## config.mk

```make
export PLATFORM = sky130hd
export DESIGN_NAME = ltg_guard
export DESIGN_NICKNAME = d
export VERILOG_FILES = /design/src/logic/ltg_pkg.sv /design/src/logic/ltg_down_counter.sv /design/src/logic/ltg_guard.sv
export SDC_FILE = /design/constraint.sdc
export NUM_CORES = 1
export LEC_CHECK = 0
export ABC_CLOCK_PERIOD_IN_PS = 5900
export BUFFER_PORTS_ARGS = -buffer_cell sky130_fd_sc_hd__buf_4
export CAP_MARGIN = 30
export CELL_PAD_IN_SITES_DETAIL_PLACEMENT = 2
export CELL_PAD_IN_SITES_GLOBAL_PLACEMENT = 2
export CORE_ASPECT_RATIO = 0.8
export CORE_MARGIN = 4
export CORE_UTILIZATION = 43
export CTS_CLUSTER_DIAMETER = 150
export CTS_CLUSTER_SIZE = 24
export DETAILED_ROUTE_END_ITERATION = 6
export PLACE_DENSITY = 0.86
export SYNTH_ARGS = -nofsm -noshare
export SYNTH_HDL_FRONTEND = slang
export SYNTH_SLANG_ARGS = --single-unit
```

## constraint.sdc

```tcl
create_clock -name ref_clk_in -period 5.9 [get_ports ref_clk_in]
set_clock_uncertainty 0.15 [all_clocks]
set_input_delay 1.18 -clock ref_clk_in [delete_from_list [all_inputs] [get_ports ref_clk_in]]
set_output_delay 1.18 -clock ref_clk_in [all_outputs]
set_load 0.005 [all_outputs]
```

## src/logic/ltg_pkg.sv

```systemverilog
// Package of timing constants for the command timing guard.
// Assumes a single 125 MHz clock shared with the memory command path.
// Notes on behaviour
// - After power-down exit no command goes out before max(2 cycles, 7.5 ns).
// - A precharge waits max(2 cycles, 7.5 ns) after a read to the same bank.
// - A bank activate waits 3 cycles and 15 or 18 ns after that bank's precharge.
// - After an all-bank precharge activates wait 15/18 ns (four banks) or 18/21 ns (eight).
// - A read waits 2 cycles and 7.5 ns after a write, 10 ns at the slow rates.
// - Activates to two different banks are max(2 cycles, 10 ns) apart.
// - Deep power-down is held at least 500 us before exit starts.
// - When the temperature register flags derating, core row limits gain a margin.
// - Each limit uses the longer of its cycle count and its time.
// - Cycle minimums bind only when the clock period exceeds 6 ns, except the fixed column and mode spacings.
// - Accesses should be spread across rows to protect device lifetime.
// - Mode writes are 5 cycles apart and mode reads 2 cycles apart.
package ltg_pkg;
	localparam int CLK_PS         = 8000;
	localparam int LONG_PERIOD_PS = 6000;
	localparam int NBANK          = 8;
	localparam int CW             = 8;
	localparam int DPW            = 17;
	localparam int XP_PS          = 7500;
	localparam int RTP_PS         = 7500;
	localparam int RCD_FAST_PS    = 15000;
	localparam int RCD_TYP_PS     = 18000;
	localparam int RPPB_FAST_PS   = 15000;
	localparam int RPPB_TYP_PS    = 18000;
	localparam int RPAB4_FAST_PS  = 15000;
	localparam int RPAB4_TYP_PS   = 18000;
	localparam int RPAB8_FAST_PS  = 18000;
	localparam int RPAB8_TYP_PS   = 21000;
	localparam int RAS_MIN_PS     = 42000;
	localparam int RAS_MAX_NS     = 70000;
	localparam int WR_PS          = 15000;
	localparam int WTR_PS         = 7500;
	localparam int WTR_SLOW_PS    = 10000;
	localparam int RRD_PS         = 10000;
	localparam int FAW_PS         = 50000;
	localparam int FAW_SLOW_PS    = 60000;
	localparam int DPD_US         = 500;
	localparam int DERATE_PS      = 1875;
	localparam int XP_CK          = 2;
	localparam int RTP_CK         = 2;
	localparam int RCD_CK         = 3;
	localparam int RP_CK          = 3;
	localparam int RAS_CK         = 3;
	localparam int WR_CK          = 3;
	localparam int WTR_CK         = 2;
	localparam int RRD_CK         = 2;
	localparam int FAW_CK         = 8;
	localparam int CCD_CK         = 2;
	localparam int MRW_CK         = 5;
	localparam int MRR_CK         = 2;
	localparam int DPD_CYCLES     = DPD_US * 1000000 / CLK_PS;
	localparam int RAS_MAX_CYCLES = RAS_MAX_NS * 1000 / CLK_PS;
	localparam logic [7:0] TEMP_MR_ADDR = 8'h04;
	localparam logic [2:0] CMD_NOP  = 3'h0;
	localparam logic [2:0] CMD_ACT  = 3'h1;
	localparam logic [2:0] CMD_RD   = 3'h2;
	localparam logic [2:0] CMD_WR   = 3'h3;
	localparam logic [2:0] CMD_PRE  = 3'h4;
	localparam logic [2:0] CMD_PREA = 3'h5;
	localparam logic [2:0] CMD_MRW  = 3'h6;
	localparam logic [2:0] CMD_MRR  = 3'h7;

	// Rounded-up cycles of a time, floored by a cycle minimum when that minimum binds
	function automatic logic [CW-1:0] ltg_cyc(input int ps, input int ck);
		int c;
		c = (ps + CLK_PS - 1) / CLK_PS;
		if ((CLK_PS > LONG_PERIOD_PS) && (ck > c))
			c = ck;
		if (c < 1)
			c = 1;
		return CW'(c);
	endfunction : ltg_cyc
endpackage : ltg_pkg

```

## src/logic/ltg_down_counter.sv

```systemverilog
// Loadable down-counter that reports when its wait has run out.
// Assumes the loader presents the full wait length on value_in while pulsing load_in.
module ltg_down_counter
	import ltg_pkg::*;
#(
	parameter int W = CW
)(
	input  wire logic         ref_clk_in,
	input  wire logic         rst_in,
	input  wire logic         load_in,
	input  wire logic [W-1:0] value_in,
	output logic              done_out
);
	logic [W-1:0] cnt_reg;
	logic [W-1:0] cnt_next;

	always_comb
	begin
		cnt_next = cnt_reg;
		if (load_in)
			cnt_next = value_in;
		else if (cnt_reg != '0)
			cnt_next = cnt_reg - W'(1);
	end

	always_ff @(posedge ref_clk_in)
	begin
		if (rst_in)
			cnt_reg <= '0;
		else
			cnt_reg <= cnt_next;
	end

	assign done_out = (cnt_reg <= W'(1));
endmodule : ltg_down_counter

```

## src/logic/ltg_guard.sv

```systemverilog
// Command timing guard between the command issuer and the memory die.
// Assumes one request at a time and that the die obeys the sent commands.
module ltg_guard
	import ltg_pkg::*;
#(
	parameter bit FAST_GRADE   = 1'b1,
	parameter bit EIGHT_BANK   = 1'b1,
	parameter bit SLOW_RATE    = 1'b0,
	parameter int DPD_WAIT     = DPD_CYCLES,
	parameter int RAS_MAX_WAIT = RAS_MAX_CYCLES
)(
	input  wire logic       ref_clk_in,
	input  wire logic       rst_in,
	input  wire logic       req_valid_in,
	input  wire logic [2:0] req_cmd_in,
	input  wire logic [2:0] req_bank_in,
	input  wire logic [7:0] req_mr_addr_in,
	input  wire logic [7:0] req_mr_data_in,
	input  wire logic       pd_exit_in,
	input  wire logic       dpd_enter_in,
	input  wire logic       dpd_exit_req_in,
	input  wire logic       temp_derate_in,
	output logic            req_ready_out,
	output logic            cmd_valid_out,
	output logic [2:0]      cmd_out,
	output logic [2:0]      cmd_bank_out,
	output logic [7:0]      cmd_mr_addr_out,
	output logic [7:0]      cmd_mr_data_out,
	output logic            dpd_exit_ok_out,
	output logic            ras_max_due_out,
	output logic            derate_active_out
);
	typedef enum logic [1:0] {LTG_RUN, LTG_DPD} ltg_state_t;

	localparam int RCD_PS  = FAST_GRADE ? RCD_FAST_PS : RCD_TYP_PS;
	localparam int RPPB_PS = FAST_GRADE ? RPPB_FAST_PS : RPPB_TYP_PS;
	localparam int RPAB_PS = EIGHT_BANK ? (FAST_GRADE ? RPAB8_FAST_PS : RPAB8_TYP_PS)
		: (FAST_GRADE ? RPAB4_FAST_PS : RPAB4_TYP_PS);
	localparam int WTRX_PS = SLOW_RATE ? WTR_SLOW_PS : WTR_PS;
	localparam int FAWX_PS = SLOW_RATE ? FAW_SLOW_PS : FAW_PS;
	localparam logic [CW-1:0] XP_C   = ltg_cyc(XP_PS, XP_CK);
	localparam logic [CW-1:0] RTP_C  = ltg_cyc(RTP_PS, RTP_CK);
	localparam logic [CW-1:0] WR_C   = ltg_cyc(WR_PS, WR_CK);
	localparam logic [CW-1:0] WTR_C  = ltg_cyc(WTRX_PS, WTR_CK);
	localparam logic [CW-1:0] FAW_C  = ltg_cyc(FAWX_PS, FAW_CK);
	localparam logic [CW-1:0] CCD_C  = CW'(CCD_CK);
	localparam logic [CW-1:0] MRW_C  = CW'(MRW_CK);
	localparam logic [CW-1:0] MRR_C  = CW'(MRR_CK);
	localparam logic [CW-1:0] RCD_N  = ltg_cyc(RCD_PS, RCD_CK);
	localparam logic [CW-1:0] RCD_D  = ltg_cyc(RCD_PS + DERATE_PS, RCD_CK);
	localparam logic [CW-1:0] RPB_N  = ltg_cyc(RPPB_PS, RP_CK);
	localparam logic [CW-1:0] RPB_D  = ltg_cyc(RPPB_PS + DERATE_PS, RP_CK);
	localparam logic [CW-1:0] RPA_N  = ltg_cyc(RPAB_PS, RP_CK);
	localparam logic [CW-1:0] RPA_D  = ltg_cyc(RPAB_PS + DERATE_PS, RP_CK);
	localparam logic [CW-1:0] RAS_N  = ltg_cyc(RAS_MIN_PS, RAS_CK);
	localparam logic [CW-1:0] RAS_D  = ltg_cyc(RAS_MIN_PS + DERATE_PS, RAS_CK);
	localparam logic [CW-1:0] RRD_N  = ltg_cyc(RRD_PS, RRD_CK);
	localparam logic [CW-1:0] RRD_D  = ltg_cyc(RRD_PS + DERATE_PS, RRD_CK);

	ltg_state_t   state_reg;
	ltg_state_t   state_next;
	logic [DPW:0] dpd_cnt_reg;
	logic [DPW:0] dpd_cnt_next;
	logic [DPW:0] ras_max_cnt_reg [NBANK];
	logic [DPW:0] ras_max_cnt_next [NBANK];
	logic         derate_reg;
	logic         derate_next;
	logic         cmd_valid_reg;
	logic         cmd_valid_next;
	logic [2:0]   cmd_reg;
	logic [2:0]   cmd_next;
	logic [2:0]   bank_reg;
	logic [2:0]   bank_next;
	logic [7:0]   mra_reg;
	logic [7:0]   mra_next;
	logic [7:0]   mrd_reg;
	logic [7:0]   mrd_next;

	logic [NBANK-1:0] act_ld;
	logic [NBANK-1:0] pre_ld;
	logic [NBANK-1:0] rtp_ld;
	logic [NBANK-1:0] wr_ld;
	logic [NBANK-1:0] ras_ld;
	logic [NBANK-1:0] rcd_ok;
	logic [NBANK-1:0] rp_ok;
	logic [NBANK-1:0] rtp_ok;
	logic [NBANK-1:0] wr_ok;
	logic [NBANK-1:0] ras_ok;
	logic [CW-1:0]    rp_val;
	logic             xp_ok;
	logic             wtr_ok;
	logic             rrd_ok;
	logic             ccd_ok;
	logic             mrw_ok;
	logic             mrr_ok;
	logic [3:0]       faw_ok;
	logic [1:0]       faw_ptr_reg;
	logic [1:0]       faw_ptr_next;
	logic [3:0]       faw_ld;
	logic             go;
	logic             allowed;
	logic             is_act;
	logic             is_col;

	assign is_act = req_cmd_in == CMD_ACT;
	assign is_col = (req_cmd_in == CMD_RD) || (req_cmd_in == CMD_WR);
	assign rp_val = (req_cmd_in == CMD_PREA) ? (derate_reg ? RPA_D : RPA_N)
		: (derate_reg ? RPB_D : RPB_N);

	always_comb
	begin
		allowed = xp_ok;
		case (req_cmd_in)
			CMD_ACT:  allowed = allowed && rp_ok[req_bank_in] && rrd_ok && faw_ok[faw_ptr_reg];
			CMD_RD:   allowed = allowed && rcd_ok[req_bank_in] && wtr_ok && ccd_ok;
			CMD_WR:   allowed = allowed && rcd_ok[req_bank_in] && ccd_ok;
			CMD_PRE:  allowed = allowed && rtp_ok[req_bank_in] && wr_ok[req_bank_in]
				&& ras_ok[req_bank_in];
			CMD_PREA: allowed = allowed && (&rtp_ok) && (&wr_ok) && (&ras_ok);
			CMD_MRW:  allowed = allowed && mrw_ok && mrr_ok;
			CMD_MRR:  allowed = allowed && mrr_ok && mrw_ok;
			default:  allowed = allowed;
		endcase
	end

	assign req_ready_out = (state_reg == LTG_RUN) && allowed;
	assign go = req_valid_in && req_ready_out && (req_cmd_in != CMD_NOP);

	always_comb
	begin
		for (int b = 0; b < NBANK; b++)
		begin
			act_ld[b] = go && is_act && (req_bank_in == 3'(b));
			ras_ld[b] = act_ld[b];
			pre_ld[b] = go && ((req_cmd_in == CMD_PREA)
				|| (req_cmd_in == CMD_PRE && req_bank_in == 3'(b)));
			rtp_ld[b] = go && req_cmd_in == CMD_RD && req_bank_in == 3'(b);
			wr_ld[b]  = go && req_cmd_in == CMD_WR && req_bank_in == 3'(b);
		end
		faw_ld = '0;
		if (go && is_act)
			faw_ld[faw_ptr_reg] = 1'b1;
	end

	for (genvar b = 0; b < NBANK; b++)
	begin : g_bank
		ltg_down_counter u_rcd (.ref_clk_in(ref_clk_in), .rst_in(rst_in), .load_in(act_ld[b]),
			.value_in(derate_reg ? RCD_D : RCD_N), .done_out(rcd_ok[b]));
		ltg_down_counter u_rp (.ref_clk_in(ref_clk_in), .rst_in(rst_in), .load_in(pre_ld[b]),
			.value_in(rp_val), .done_out(rp_ok[b]));
		ltg_down_counter u_rtp (.ref_clk_in(ref_clk_in), .rst_in(rst_in), .load_in(rtp_ld[b]),
			.value_in(RTP_C), .done_out(rtp_ok[b]));
		ltg_down_counter u_wr (.ref_clk_in(ref_clk_in), .rst_in(rst_in), .load_in(wr_ld[b]),
			.value_in(WR_C), .done_out(wr_ok[b]));
		ltg_down_counter u_ras (.ref_clk_in(ref_clk_in), .rst_in(rst_in), .load_in(ras_ld[b]),
			.value_in(derate_reg ? RAS_D : RAS_N), .done_out(ras_ok[b]));
	end

	for (genvar f = 0; f < 4; f++)
	begin : g_faw
		ltg_down_counter u_faw (.ref_clk_in(ref_clk_in), .rst_in(rst_in), .load_in(faw_ld[f]),
			.value_in(FAW_C), .done_out(faw_ok[f]));
	end

	ltg_down_counter u_xp (
		.ref_clk_in (ref_clk_in),
		.rst_in     (rst_in),
		.load_in    (pd_exit_in),
		.value_in   (XP_C),
		.done_out   (xp_ok)
	);
	ltg_down_counter u_wtr (
		.ref_clk_in (ref_clk_in),
		.rst_in     (rst_in),
		.load_in    (go && req_cmd_in == CMD_WR),
		.value_in   (WTR_C),
		.done_out   (wtr_ok)
	);
	ltg_down_counter u_rrd (
		.ref_clk_in (ref_clk_in),
		.rst_in     (rst_in),
		.load_in    (go && is_act),
		.value_in   (derate_reg ? RRD_D : RRD_N),
		.done_out   (rrd_ok)
	);
	ltg_down_counter u_ccd (
		.ref_clk_in (ref_clk_in),
		.rst_in     (rst_in),
		.load_in    (go && is_col),
		.value_in   (CCD_C),
		.done_out   (ccd_ok)
	);
	ltg_down_counter u_mrw (
		.ref_clk_in (ref_clk_in),
		.rst_in     (rst_in),
		.load_in    (go && req_cmd_in == CMD_MRW),
		.value_in   (MRW_C),
		.done_out   (mrw_ok)
	);
	ltg_down_counter u_mrr (
		.ref_clk_in (ref_clk_in),
		.rst_in     (rst_in),
		.load_in    (go && req_cmd_in == CMD_MRR),
		.value_in   (MRR_C),
		.done_out   (mrr_ok)
	);

	// Deep power-down residency and command register
	always_comb
	begin
		state_next     = state_reg;
		dpd_cnt_next   = dpd_cnt_reg;
		derate_next    = derate_reg;
		faw_ptr_next   = faw_ptr_reg;
		cmd_valid_next = go;
		cmd_next       = cmd_reg;
		bank_next      = bank_reg;
		mra_next       = mra_reg;
		mrd_next       = mrd_reg;
		if (go)
		begin
			cmd_next  = req_cmd_in;
			bank_next = req_bank_in;
			mra_next  = req_mr_addr_in;
			mrd_next  = req_mr_data_in;
		end
		if (go && is_act)
			faw_ptr_next = faw_ptr_reg + 2'h1;
		if (temp_derate_in)
			derate_next = 1'b1;
		else if (go && req_cmd_in == CMD_MRR && req_mr_addr_in == TEMP_MR_ADDR)
			derate_next = 1'b0;
		case (state_reg)
			LTG_RUN:
			begin
				if (dpd_enter_in)
				begin
					state_next   = LTG_DPD;
					dpd_cnt_next = (DPW+1)'(DPD_WAIT);
				end
			end
			LTG_DPD:
			begin
				if (dpd_cnt_reg != '0)
					dpd_cnt_next = dpd_cnt_reg - (DPW+1)'(1);
				else if (dpd_exit_req_in)
					state_next = LTG_RUN;
			end
			default: state_next = LTG_RUN;
		endcase
		for (int b = 0; b < NBANK; b++)
		begin
			if (ras_ld[b])
				ras_max_cnt_next[b] = (DPW+1)'(RAS_MAX_WAIT);
			else if (pre_ld[b])
				ras_max_cnt_next[b] = '0;
			else if (ras_max_cnt_reg[b] > (DPW+1)'(1))
				ras_max_cnt_next[b] = ras_max_cnt_reg[b] - (DPW+1)'(1);
			else
				ras_max_cnt_next[b] = ras_max_cnt_reg[b];
		end
	end

	always_ff @(posedge ref_clk_in)
	begin
		if (rst_in)
		begin
			state_reg     <= LTG_RUN;
			dpd_cnt_reg   <= '0;
			derate_reg    <= 1'b0;
			faw_ptr_reg   <= 2'h0;
			cmd_valid_reg <= 1'b0;
			cmd_reg       <= CMD_NOP;
			bank_reg      <= 3'h0;
			mra_reg       <= 8'h00;
			mrd_reg       <= 8'h00;
			for (int b = 0; b < NBANK; b++)
				ras_max_cnt_reg[b] <= '0;
		end
		else
		begin
			state_reg     <= state_next;
			dpd_cnt_reg   <= dpd_cnt_next;
			derate_reg    <= derate_next;
			faw_ptr_reg   <= faw_ptr_next;
			cmd_valid_reg <= cmd_valid_next;
			cmd_reg       <= cmd_next;
			bank_reg      <= bank_next;
			mra_reg       <= mra_next;
			mrd_reg       <= mrd_next;
			for (int b = 0; b < NBANK; b++)
				ras_max_cnt_reg[b] <= ras_max_cnt_next[b];
		end
	end

	always_comb
	begin
		ras_max_due_out = 1'b0;
		for (int b = 0; b < NBANK; b++)
			if (ras_max_cnt_reg[b] == (DPW+1)'(1))
				ras_max_due_out = 1'b1;
	end

	assign cmd_valid_out     = cmd_valid_reg;
	assign cmd_out           = cmd_reg;
	assign cmd_bank_out      = bank_reg;
	assign cmd_mr_addr_out   = mra_reg;
	assign cmd_mr_data_out   = mrd_reg;
	assign dpd_exit_ok_out   = (state_reg == LTG_DPD) && (dpd_cnt_reg == '0);
	assign derate_active_out = derate_reg;
endmodule : ltg_guard

```

Yosys cells after proc, flatten, opt, wreduce, memory -nomap -nowiden
Memories as Yosys holds them, arrays and structs flattened.
Index checks and enable logic that the tools add are counted.

cells by class
  mux-type cells = 168
  add/sub/neg operators = 60
  magnitude comparators = 61
  bitwise logic cells = 8
  eq/ne operators = 28
  reduce and logical (&&, ||, !) cells = 232

operators with widths
  operator                 number
  $mux W18                 34
  $le A8 B1 Y1 const B     50
  $reduce_bool A8 Y1       50
  $sub A8 B1 Y8 const B    50
  $sub A18 B1 Y18 const B  9
  $mux W2                  77
  $eq A18 B1 Y1 const B    8
  $gt A18 B1 Y1 const B    8
  $reduce_bool A2 Y1       52
  $reduce_or A2 Y1         42
  $logic_and A1 B1 Y1      69
  $mux W3                  18
  $mux W4                  9
  $pmux W18 S2             1
  $eq A3 B3 Y1 const B     8
  $reduce_and A8 Y1        3
  $mux W1                  20
  $logic_not A18 Y1        1
  $reduce_bool A18 Y1      1
  $bmux W1 S3              5
  $eq A3 B2 Y1 const B     4
  $logic_or A1 B1 Y1       9
  $eq A8 B3 Y1 const B     1
  $ne A2 B2 Y1 const B     4
  15 further kinds         24

word-level totals
  word-level logic and storage cells = 667
  flip-flop bits (word level) = 446
  output and inout bits = 27
  bits in writable memories = 144
  memories kept = 1
  input port bits = 29

memories
  memory           depth  bits a word  rd ports  clocked after Yosys merged registers in  write ports  RTL line         source
  ras_max_cnt_reg  8      18           8         0                                        8            ltg_guard.sv:64  logic [DPW:0] ras_max_cnt_reg [NBANK];

Logic depth before layout (Yosys ltp)
Gate-level depths: netlist of the first run.

  depth in word-level cells = 14
  gate-level depth with buffers = 14

Cells and area by module
From an unflattened synthesis of the first run, not the netlist that was laid out.

unflattened totals
  cell total of the unflattened synthesis = 4083
  area, all modules = 34036.4 um^2

modules (own cells, without submodules)
  module            cells each  area an instance (um^2)  seq. area each (um^2)  times used
  ltg_down_counter  58          478.0                    160.2                  50
  ltg_guard         1183        10138.5                  3783.6                 1

Worst setup path after synthesis of the first run
No wires, ideal clock.

  kind = input to output
  start point = input req_bank_in[0]
  end point = output req_ready_out
  buffers on the path = 5
  data required time = 4570 ps
  data arrival time = 3532 ps
  stages = 12
  setup slack = 1038 ps
  path through = clkbuf_1 -> nand2_1 -> or2_2 -> or3_1 -> o31a_1 -> a41o_1 -> and3b_1 -> buf_2 -> buf_6 -> buf_2 -> clkbuf_1 -> nor3_1

on the way
  word-level cells in the longest chain between the ends = 7

RTL lines
  what                                           RTL line                                              source
  start, declared                                ltg_guard.sv:16                                       input wire logic [2:0] req_bank_in,
  $bmux W1 S3, on equally long branches          --
  $mux W1, on equally long branches              --
  $logic_and A1 B1 Y1, on equally long branches  --
  $logic_and A1 B1 Y1, on equally long branches  ltg_guard.sv:117, ltg_guard.sv:114, ltg_guard.sv:115
  $logic_and A1 B1 Y1, on equally long branches  ltg_guard.sv:118, ltg_guard.sv:114, ltg_guard.sv:115
  $pmux W1 S7 *                                  ltg_guard.sv:113                                      case (req_cmd_in)
  $logic_and A1 B1 Y1 *                          ltg_guard.sv:126                                      assign req_ready_out = (state_reg == LTG_RUN) && allowed;
  end, declared                                  ltg_guard.sv:23                                       output logic req_ready_out,

Mark *: on every way between the ends. The rest lies on a longest branch, timed or not. The select of a mux whose other input is x is not followed.

Final worst setup path of the first run
  start point = register g_bank[4].u_ras.cnt_reg[4]
  end point = output req_ready_out

on the way
  word-level cells in the longest chain between the ends = 6

RTL lines
  what                           RTL line                source
  start, declared                ltg_down_counter.sv:14  logic [W-1:0] cnt_reg;
  start signal, assigned         ltg_down_counter.sv:31  cnt_reg <= cnt_next;
  $le A8 B1 Y1 *                 ltg_down_counter.sv:34  assign done_out = (cnt_reg <= W'(1));
  $bmux W1 S3                    ltg_guard.sv:118        && ras_ok[req_bank_in];
  $mux W1 (not written as such)  ltg_guard.sv:118
  $logic_and A1 B1 Y1            ltg_guard.sv:118
  $pmux W1 S7 *                  ltg_guard.sv:113
  $logic_and A1 B1 Y1 *          ltg_guard.sv:126

Marks and branches as above.

==> results.py, run 1 <==
metrics = {
    "route": {
        "ant_nets": 0,
        "detail_route.iter0.violations": 1294,
        "via_per_inst": 5.91,
        "total_routed_wirelength_mm": 97.0,
        "dr_total_vias": 25752,
        "detailedRoute.firstPassIterationCount": 5,
        "drc_viols": 0,
        "wl_per_cell_um": 22.2,
    },
    "timing": {
        "setup_repair_after_global_routing_missed_its_margin": "no",
        "slew_headroom_pct": 26.3,
        "hold_viol_final": 0,
        "timing.final.max_slew_violations": 0,
        "worst_pin_slew_ns": 1.09,
        "layout_worst_path_cycle_share_pct": 89.3,
        "min_clock_period_post_route_ns": 5.27,
        "setup_tns_ns": 0,
        "finalSetupViolCount": 0,
        "max_freq_mhz": 190,
    },
    "clock_tree": {
        "tritoncts": "built",
        "cts_setup_buffers": 0,
        "clkLatencyLatePin_ns": 0.64,
        "clk_transition_reported_paths_ns": 0.10,
        "numCtsBuffers": 28,
        "clock_path_buffers": 3,
        "cts.root.buffer_cell": "sky130_fd_sc_hd__clkbuf_16",
        "cts.htree.levels": 1,
        "clock-sinks": 589,
        "number_of_buffers_inserted_for_hold_repair_after_clock_tree_synthesis": 0,
        "number_of_cells_upsized_or_downsized_after_cts": 0,
    },
    "grt": {
        "global_route_total_overflow": 0,
        "grt-busiest-layer": "met2",
        "grt_met1_use_pct": 32.4,
        "grt_pass1_vias": 28327,
        "grt_antenna_before_repair": 6,
        "grt_util_met3_pct": 3.79,
        "grt_use_total_pct": 25.7,
        "grt_max_degree": 92,
        "grt_met2_usage_pct": 45.3,
        "grt_first_pass_wirelength_mm": 155,
    },
    "floorplanning": {
        "rows": 85,
        "core_box_area_sq_um": 67600,
        "boundaryPins": 56,
        "die_height_um": 242,
        "die-area_sq_um": 72900,
        "die-width_um": 301,
        "start_util_pct": 43.6,
    },
    "pwr": {
        "vdd.ir_drop.worst_v": 0.000308,
        "p_leak_nw": 12.4,
        "power_density_nw_per_um2": 639,
    },
    "critical_path": {
        "worst_flop_to_flop_path_startpoint": "g_bank[4].u_ras.cnt_reg[4]$_SDFFE_PP0P_",
        "critPathKind": "register to primary output",
        "timing.reg2reg.worst_path_depth": 8,
        "setup.worst_path.start": "g_bank[4].u_ras.cnt_reg[4]$_SDFFE_PP0P_",
        "crit_family": "simple AND/OR/NAND/NOR gates",
        "required_ns": 4.57,
        "cp_bufs_invs": 1,
        "worst-endpoint-arrival_ns": 3.94,
        "critical_path_depth": 8,
        "setup.worst_path.end": "req_ready_out",
        "start_kind": "register",
        "critical_path_end_type": "primary output",
        "worst_r2r_endpoint": "g_bank[4].u_ras.cnt_reg[1]$_SDFFE_PP0P_",
        "critical_path_cell_list": "nor4_1, nand4_1, or2_0, or4_1, o2111a_1, and3b_4, nor3_1, buf_4",
        "cpMaxStageDelayCell": "sky130_fd_sc_hd__nor4_1",
        "setup.reg_to_reg.worst_slack_ns": 1.41,
        "cpPeakStageDelay_ns": 0.55,
        "worstPathMaxFanout": 4,
    },
    "outcome": {
        "outcome": "completed",
    },
    "synth": {
        "syn_nets": 3619,
        "synth-seq-cells": 589,
        "synth_most_common_cell": "sky130_fd_sc_hd__dfxtp_1",
        "async_flop_share_pct": 0,
        "synth_top_cell_area_share_pct": 40.0,
        "synth_edf_count": 0,
        "netlist_area_sq_um": 29500,
        "synth_ff_type": "sky130_fd_sc_hd__dfxtp_1",
        "ys.warnings.count": 0,
        "synth_cell_types": 75,
        "yosysSeqAreaShare_pct": 40.0,
        "avgSynthCellArea_sq_um": 8.56,
        "top_cells_by_instance_count_after_synthesis": "589 x sky130_fd_sc_hd__dfxtp_1, 333 x sky130_fd_sc_hd__nor2_1, 289 x sky130_fd_sc_hd__nor3_1",
        "syn_inst": 3446,
        "ys_top_cells_by_area": "sky130_fd_sc_hd__dfxtp_1 40%, sky130_fd_sc_hd__xnor2_1 8.0%, sky130_fd_sc_hd__ha_1 6.1%",
        "netlist.top_cell.by_area": "sky130_fd_sc_hd__dfxtp_1",
    },
    "finish": {
        "layoutNonFillerInstCount": 4360,
        "multi_input_logic_area_sq_um": 16700,
        "final_cell_area_sq_um": 31700,
        "final-seq-area_sq_um": 11800,
        "area_growth_pct": 7.31,
        "num-fill-cells": 7451,
        "post_route_cells_drive_above_1_share_pct": 5.75,
        "finalNetCount": 3619,
        "largest_reg_flops": 144,
    },
    "placed_design": {
        "postPlaceCellArea_sq_um": 30900,
        "weighted_congestion_reported_at_the_end_of_routability_driven_placement": 0.847,
        "place.detailed.instances": 4324,
        "place.detailed.hpwl_mm": 71.0,
        "port_buffers": 55,
    },
    "job": {
        "max-cap-violations": 0,
    },
    "hold_path": {
        "worst_hold_class": "register to register",
        "hold-path-cell-count": 2,
    },
}
## cells by family (layout without fill, tap and decap cells)
kind of cell / after synthesis / in the layout / synth area share, %
and+or+nand+nor: 1537 / 1537 / 26.7
DFF: 589 / 589 / 40.0
AOI/OAI and AO/OA: 443 / 443 / 9.67
xor gates and xnor gates: 431 / 431 / 12.8
buffers and inverters: 266 / 266 / 3.52
adders and majority gates: 146 / 146 / 6.17
muxes: 34 / 34 / 1.22
other: 0 / 1 / 0
## worst reg2reg max path: cells and delay by family, from the launching register on
kind,cells,cell delay (ns)
AOI/OAI and AO/OA,2,0.63
DFF,1,0.36
and+or+nand+nor,6,3.26
## metal layers
layer | vias up | wire, um
met4 | 2 | 2980
met2 | 365 | 47400
met1 | 13088 | 42600
li1 | 12163 | -
met3 | 134 | 3910
met5 | - | 8
## through the flow
stage | power [mW] | hold slack (ns) | setup slack, ns | util, %
6_report | 20.2 | 0.343 | 0.629 | 46.8
2_1_floorplan | 14.7 | 0.298 | 1.04 | -
3_3_place_gp | 16.6 | 0.309 | 1.03 | 45.6
3_5_place_dp | 17.8 | 0.333 | 0.921 | 45.6
4_1_cts | 20.3 | 0.348 | 0.618 | 46.7
5_1_grt | 21.9 | 0.369 | 0.354 | 46.8
## cell usage in the layout, fill, tap and decap left out, drive strengths merged, types with 12 or more instances in the layout
cell and n:
a211oi 13, a21oi 109, and3 61, buf 99, clkbuf 30, dfxtp 589
ha 144, inv 133, mux2 16, mux2i 18, nand2 285, nand2b 22
nand3 96, nand4 37, nor2 333, nor2b 12, nor3 299, nor3b 34
nor4 219, nor4b 15, o211ai 22, o21ai 135, o31ai 52, or3 31
or4 49, xnor2 268, xor2 163
## worst min-delay path by stage
stage / from / to
after floorplan: u_ccd.cnt_reg[3]$_SDFFE_PP0P_ / u_ccd.cnt_reg[3]$_SDFFE_PP0P_
after global placement: cmd_mr_data_out[6]$_SDFFE_PP0P_ / cmd_mr_data_out[6]$_SDFFE_PP0P_
after detailed placement: cmd_mr_data_out[6]$_SDFFE_PP0P_ / cmd_mr_data_out[6]$_SDFFE_PP0P_
after CTS: cmd_mr_data_out[6]$_SDFFE_PP0P_ / cmd_mr_data_out[6]$_SDFFE_PP0P_
after global routing: cmd_mr_addr_out[1]$_SDFFE_PP0P_ / cmd_mr_addr_out[1]$_SDFFE_PP0P_
final: cmd_mr_data_out[6]$_SDFFE_PP0P_ / cmd_mr_data_out[6]$_SDFFE_PP0P_
## report_power, final
part | leakage, nW | total [mW] | switching (mW) | internal, mW
Sequential | 4.85 | 7.02 | 1.58 | 5.45
Combinational | 7.22 | 11.0 | 6.52 | 4.47
Clock | 0.364 | 2.22 | 1.33 | 0.882
## cell type report
class | count | area share (%)
antenna | 1 | 0.00790
tap | 913 | 3.61
inverter | 136 | 1.62
sequential | 589 | 37.2
clock buffer | 29 | 2.29
multi-input combinational | 2591 | 52.7
clock inverter | 1 | 0.0514
timing repair buffer | 100 | 2.46
No activity file was read; power rests on OpenSTA's default activity.
==> inputs of run 2 (changes only) <==
Settings changed: GPL_TIMING_DRIVEN set to 0.
==> results.py, run 2 (synthesis results as in run 1) <==
metrics = {
    "job": {
        "max-cap-violations": 0,
    },
    "route": {
        "wl_per_cell_um": 24.6,
        "detail_route.iter0.violations": 1575,
        "via_per_inst": 6.01,
        "detailedRoute.firstPassIterationCount": 5,
        "total_routed_wirelength_mm": 110,
        "drc_viols": 0,
        "dr_total_vias": 26829,
        "ant_nets": 0,
    },
    "clock_tree": {
        "tritoncts": "built",
        "cts.root.buffer_cell": "sky130_fd_sc_hd__clkbuf_16",
        "clock-sinks": 589,
        "clock_path_buffers": 3,
        "clkLatencyLatePin_ns": 0.64,
        "clk_transition_reported_paths_ns": 0.10,
        "cts.htree.levels": 1,
        "cts_setup_buffers": 0,
        "numCtsBuffers": 28,
    },
    "pwr": {
        "total_power_mw": 20.5,
        "vdd.ir_drop.worst_v": 0.000270,
        "combPwrFrac_pct": 54.6,
        "power_switching_mw": 9.64,
        "seq_power_share_pct": 34.4,
        "p_int_mw": 10.8,
        "switching_share_pct": 47.1,
        "pwr-share-clk_pct": 11.0,
        "p_leak_nw": 12.6,
        "power_density_nw_per_um2": 638,
    },
    "finish": {
        "final-seq-area_sq_um": 11800,
        "mostFrequentLayoutCells": "589 x sky130_fd_sc_hd__dfxtp_1, 333 x sky130_fd_sc_hd__nor2_1, 288 x sky130_fd_sc_hd__nor3_1",
        "finalNetCount": 3721,
        "area_growth_pct": 8.55,
        "num-fill-cells": 7589,
        "leading_cell_type_in_the_layout_fill_and_taps_excluded": "sky130_fd_sc_hd__dfxtp_1",
        "largest_reg_flops": 144,
        "multi_input_logic_area_sq_um": 16700,
        "layoutNonFillerInstCount": 4463,
        "post_route_cells_drive_above_1_share_pct": 5.44,
    },
    "timing": {
        "timing.final.max_slew_violations": 0,
        "timing.hold.ws_ns": 0.340,
        "min_clock_period_post_route_ns": 5.72,
        "worst_pin_slew_ns": 1.08,
        "max_freq_mhz": 175,
        "layout_worst_path_cycle_share_pct": 97.0,
        "finalSetupViolCount": 0,
        "setup_repair_after_global_routing_missed_its_margin": "no",
        "hold_viol_final": 0,
        "finalWorstSetupSlack_ns": 0.177,
        "slew_headroom_pct": 27.4,
    },
    "placed_design": {
        "place_ws_ns": -0.681,
        "weighted_congestion_reported_at_the_end_of_routability_driven_placement": 0.924,
        "place.detailed.hpwl_mm": 82.9,
        "port_buffers": 52,
        "place.detailed.instances": 4427,
    },
    "grt": {
        "grt_pass1_vias": 29398,
        "grt_max_degree": 25,
        "grt_antenna_before_repair": 4,
        "grt_first_pass_wirelength_mm": 171,
        "grt_use_total_pct": 29.1,
        "global_route_total_overflow": 0,
    },
    "critical_path": {
        "start_kind": "register",
        "worst-endpoint-arrival_ns": 4.39,
        "required_ns": 4.57,
        "critical_path_end_type": "primary output",
        "worstPathMaxFanout": 19,
        "critPathKind": "register to primary output",
    },
    "floorplanning": {
        "die-width_um": 301,
        "start_util_pct": 43.6,
        "die_height_um": 242,
        "core_box_area_sq_um": 67600,
        "rows": 85,
        "boundaryPins": 56,
        "die-area_sq_um": 72900,
    },
    "hold_path": {
        "worst_hold_class": "register to register",
    },
    "outcome": {
        "outcome": "completed",
    },
}
## run 2: cell count changes in the layout (fill, tap and decap cells not counted), sizes merged
cell	before	now
diode	1	2
clkdlybuf4s15	0	1
clkbuf	30	121
buf	99	109
inv	133	134
clkinv	4	3
## run 2: metrics by stage
stage	cell area (sq um)	util, %	setup TNS, ns
final	32000	47.4	0
after global routing	32000	47.4	0
after CTS	32000	47.3	0
after detailed placement	31200	46.2	-3.86
after global placement	31000	45.9	-4.20
after floorplan	29500	-	0
## run 2: layout make-up
cell class,instances,area share [%]
Inverter,136,1.60
Buffer,129,1.65
Timing Repair Buffer,73,1.94
Clock inverter,1,0.0508
Clock buffer,29,2.27
Antenna cell,2,0.0156
Multi-Input combinational cell,2591,52.1
Tap cell,913,3.57
Sequential cell,589,36.8
## run 2: worst max-delay path, stage by stage, from the launching register on
cell and delay [ns]:
sky130_fd_sc_hd__dfxtp_1 0.37, sky130_fd_sc_hd__or4_4 0.59, sky130_fd_sc_hd__nor4_4 0.46, sky130_fd_sc_hd__nand2_1 0.17, sky130_fd_sc_hd__or4_1 0.57, sky130_fd_sc_hd__o2111a_1 0.29, sky130_fd_sc_hd__and3b_1 0.20, sky130_fd_sc_hd__buf_2 0.19
sky130_fd_sc_hd__buf_6 0.18, sky130_fd_sc_hd__buf_2 0.31, sky130_fd_sc_hd__nor3_1 0.28, sky130_fd_sc_hd__buf_4 0.15
## run 2: path summary, 6_finish.rpt
check | startpoint | endpoint | slack (ns) | cells past startpoint
max | g_bank[2].u_ras.cnt_reg[3]$_SDFFE_PP0P_ | req_ready_out | 0.18 | 11
min | cmd_mr_data_out[4]$_SDFFE_PP0P_ | cmd_mr_data_out[4]$_SDFFE_PP0P_ | 0.34 | 2
max reg2reg | g_bank[7].u_rp.cnt_reg[2]$_SDFFE_PP0P_ | g_bank[5].u_rcd.cnt_reg[1]$_SDFFE_PP0P_ | 0.40 | 10
min reg2reg | cmd_mr_data_out[4]$_SDFFE_PP0P_ | cmd_mr_data_out[4]$_SDFFE_PP0P_ | 0.34 | 2
## run 2: what timing repair did
item | 4_1_cts | 5_1_grt
gates resized for setup | 4 | 2
hold buffers | 0 | 0
endpoints found under the setup margin | 1 | 1
## run 2: metal layers
layer	track usage (%)	up-vias	part of all wire, %
met5	0	-	0.012
li1	-	12389	-
met4	8.40	2	3.1
met1	37.9	13699	44
met2	50.1	554	48
met3	4.25	185	4.7
## run 2: power by group through the flow
stage | clock network, mW | registers [mW] | logic (mW)
floorplan | 0 | 6.59 | 8.09
global placement | 0 | 6.84 | 9.79
detailed placement | 0 | 7.06 | 10.9
CTS | 2.28 | 7.00 | 11.1
global route | 2.42 | 7.23 | 12.4
finish | 2.24 | 7.04 | 11.2
==> inputs of run 3 (changes only) <==
Settings changed: CORE_MARGIN 4 to 2.
==> results.py, run 3 (synthesis results as in run 1) <==
metrics = {
    "critical_path": {
        "start_kind": "input pin",
        "worst-endpoint-arrival_ns": 4.59,
        "critical_path_end_type": "primary output",
        "required_ns": 4.57,
        "critPathKind": "input pin to primary output",
        "worstPathMaxFanout": 19,
    },
    "placed_design": {
        "weighted_congestion_reported_at_the_end_of_routability_driven_placement": 0.941,
        "port_buffers": 52,
        "place_ws_ns": -0.830,
        "place.detailed.hpwl_mm": 82.1,
    },
    "timing": {
        "worst_pin_slew_ns": 1.08,
        "max_freq_mhz": 169,
        "layout_worst_path_cycle_share_pct": 100,
        "min_clock_period_post_route_ns": 5.92,
        "hold_viol_final": 0,
        "slew_headroom_pct": 28.1,
        "finalWorstSetupSlack_ns": -0.0188,
        "finalSetupViolCount": 1,
        "timing.final.max_slew_violations": 0,
        "setup_repair_after_global_routing_missed_its_margin": "no",
    },
    "route": {
        "detail_route.iter0.violations": 1611,
        "drc_viols": 0,
        "total_routed_wirelength_mm": 109,
        "via_per_inst": 6.06,
        "dr_total_vias": 27041,
        "ant_nets": 0,
        "detailedRoute.firstPassIterationCount": 5,
        "wl_per_cell_um": 24.4,
    },
    "outcome": {
        "failed_checks": "setup timing",
        "outcome": "finished, violations left",
    },
    "floorplanning": {
        "boundaryPins": 56,
        "die-area_sq_um": 70800,
        "die_height_um": 238,
        "rows": 85,
        "start_util_pct": 43.6,
        "core_box_area_sq_um": 67600,
        "die-width_um": 297,
    },
    "clock_tree": {
        "cts.htree.levels": 1,
        "clock_path_buffers": 3,
        "cts_setup_buffers": 0,
        "cts.root.buffer_cell": "sky130_fd_sc_hd__clkbuf_16",
        "clock-sinks": 589,
        "numCtsBuffers": 28,
        "tritoncts": "built",
        "clkLatencyLatePin_ns": 0.66,
        "clk_transition_reported_paths_ns": 0.10,
    },
    "grt": {
        "grt_max_degree": 25,
        "grt_use_total_pct": 30.3,
        "global_route_total_overflow": 0,
        "grt_antenna_before_repair": 7,
        "grt_pass1_vias": 29580,
        "grt_first_pass_wirelength_mm": 173,
    },
    "finish": {
        "largest_reg_flops": 144,
        "diode_count": 0,
        "finish.utilization_pct": 47.4,
        "mostFrequentLayoutCells": "589 x sky130_fd_sc_hd__dfxtp_1, 333 x sky130_fd_sc_hd__nor2_1, 289 x sky130_fd_sc_hd__nor3_1",
        "finalNetCount": 3721,
        "leading_cell_type_in_the_layout_fill_and_taps_excluded": "sky130_fd_sc_hd__dfxtp_1",
        "area_growth_pct": 8.63,
        "post_route_cells_drive_above_1_share_pct": 5.44,
    },
    "hold_path": {
        "worst_hold_class": "register to register",
    },
    "pwr": {
        "seq_power_share_pct": 34.4,
        "p_int_mw": 10.8,
        "switching_share_pct": 47.1,
        "vdd.ir_drop.worst_v": 0.000294,
        "power_switching_mw": 9.63,
        "p_leak_nw": 12.6,
        "combPwrFrac_pct": 54.5,
        "pwr-share-clk_pct": 11.1,
        "power_density_nw_per_um2": 637,
        "total_power_mw": 20.4,
    },
    "job": {
        "max-cap-violations": 0,
    },
}
==> run 3: per-layer routing <==
metal  global-route usage, %  vias to the layer above  share of wire, %
li1                        -                    12386                 -
met1                    39.5                    13784                45
met2                    52.1                      650                47
met3                    3.84                      215               4.7
met4                    10.2                        6               3.6
met5                       0                        -             0.036
==> run 3: worst paths after layout <==
| check | start | end | slack, ns | depth (start not counted) |
|---|---|---|---|---|
| max | req_bank_in[1] | req_ready_out | -0.02 | 11 |
| min reg2reg | cmd_mr_data_out[3]$_SDFFE_PP0P_ | cmd_mr_data_out[3]$_SDFFE_PP0P_ | 0.34 | 2 |
| min | cmd_mr_data_out[3]$_SDFFE_PP0P_ | cmd_mr_data_out[3]$_SDFFE_PP0P_ | 0.34 | 2 |
| max reg2reg | g_bank[4].u_wr.cnt_reg[2]$_SDFFE_PP0P_ | g_bank[5].u_rcd.cnt_reg[0]$_SDFFE_PP0P_ | 0.40 | 10 |
==> run 3: through the flow <==
step	hold WS [ns]	TNS [ns]	instance area (sq um)	instances
after global placement	0.311	-2.86	31000	4411
after CTS	0.341	0	32000	4459
after global routing	0.363	0	32100	4461
after detailed placement	0.324	-4.33	31300	4430
final	0.337	-0.0188	32100	4461
after floorplan	0.298	0	29500	3446
==> run 3: what timing repair did <==
item                                    CTS  global route
hold buffers                              0             0
endpoints found under the setup margin    1             1
gates resized for setup                   4             1
==> run 3: power groups by stage <==
| stage | Combinational (mW) | Clock [mW] | Sequential [mW] |
|---|---|---|---|
| finish | 11.1 | 2.27 | 7.03 |
| detailed placement | 10.9 | 0 | 7.04 |
| floorplan | 8.09 | 0 | 6.59 |
| CTS | 11.1 | 2.31 | 6.98 |
| global placement | 9.81 | 0 | 6.84 |
| global route | 12.4 | 2.46 | 7.22 |
==> run 3: worst max-delay path, cell delays in order <==
cell and delay (ns):
sky130_fd_sc_hd__clkbuf_2 0.26, sky130_fd_sc_hd__clkbuf_2 0.35, sky130_fd_sc_hd__a211oi_1 0.64, sky130_fd_sc_hd__o2bb2ai_1 0.30, sky130_fd_sc_hd__a22o_1 0.29, sky130_fd_sc_hd__and3b_1 0.24, sky130_fd_sc_hd__buf_2 0.23, sky130_fd_sc_hd__buf_6 0.22
sky130_fd_sc_hd__buf_2 0.56, sky130_fd_sc_hd__nor3_1 0.12, sky130_fd_sc_hd__buf_4 0.17
==> run 3: final cells by class <==
cell class,count,area [sq um]
fillers,7510,35600
plain buffers,129,528
multi-input cells,2591,16700
well taps,913,1140
inverters,136,512
flip-flops and latches,589,11800
clock buffers,29,726
repair buffers,73,656
clock inverters,1,16.3
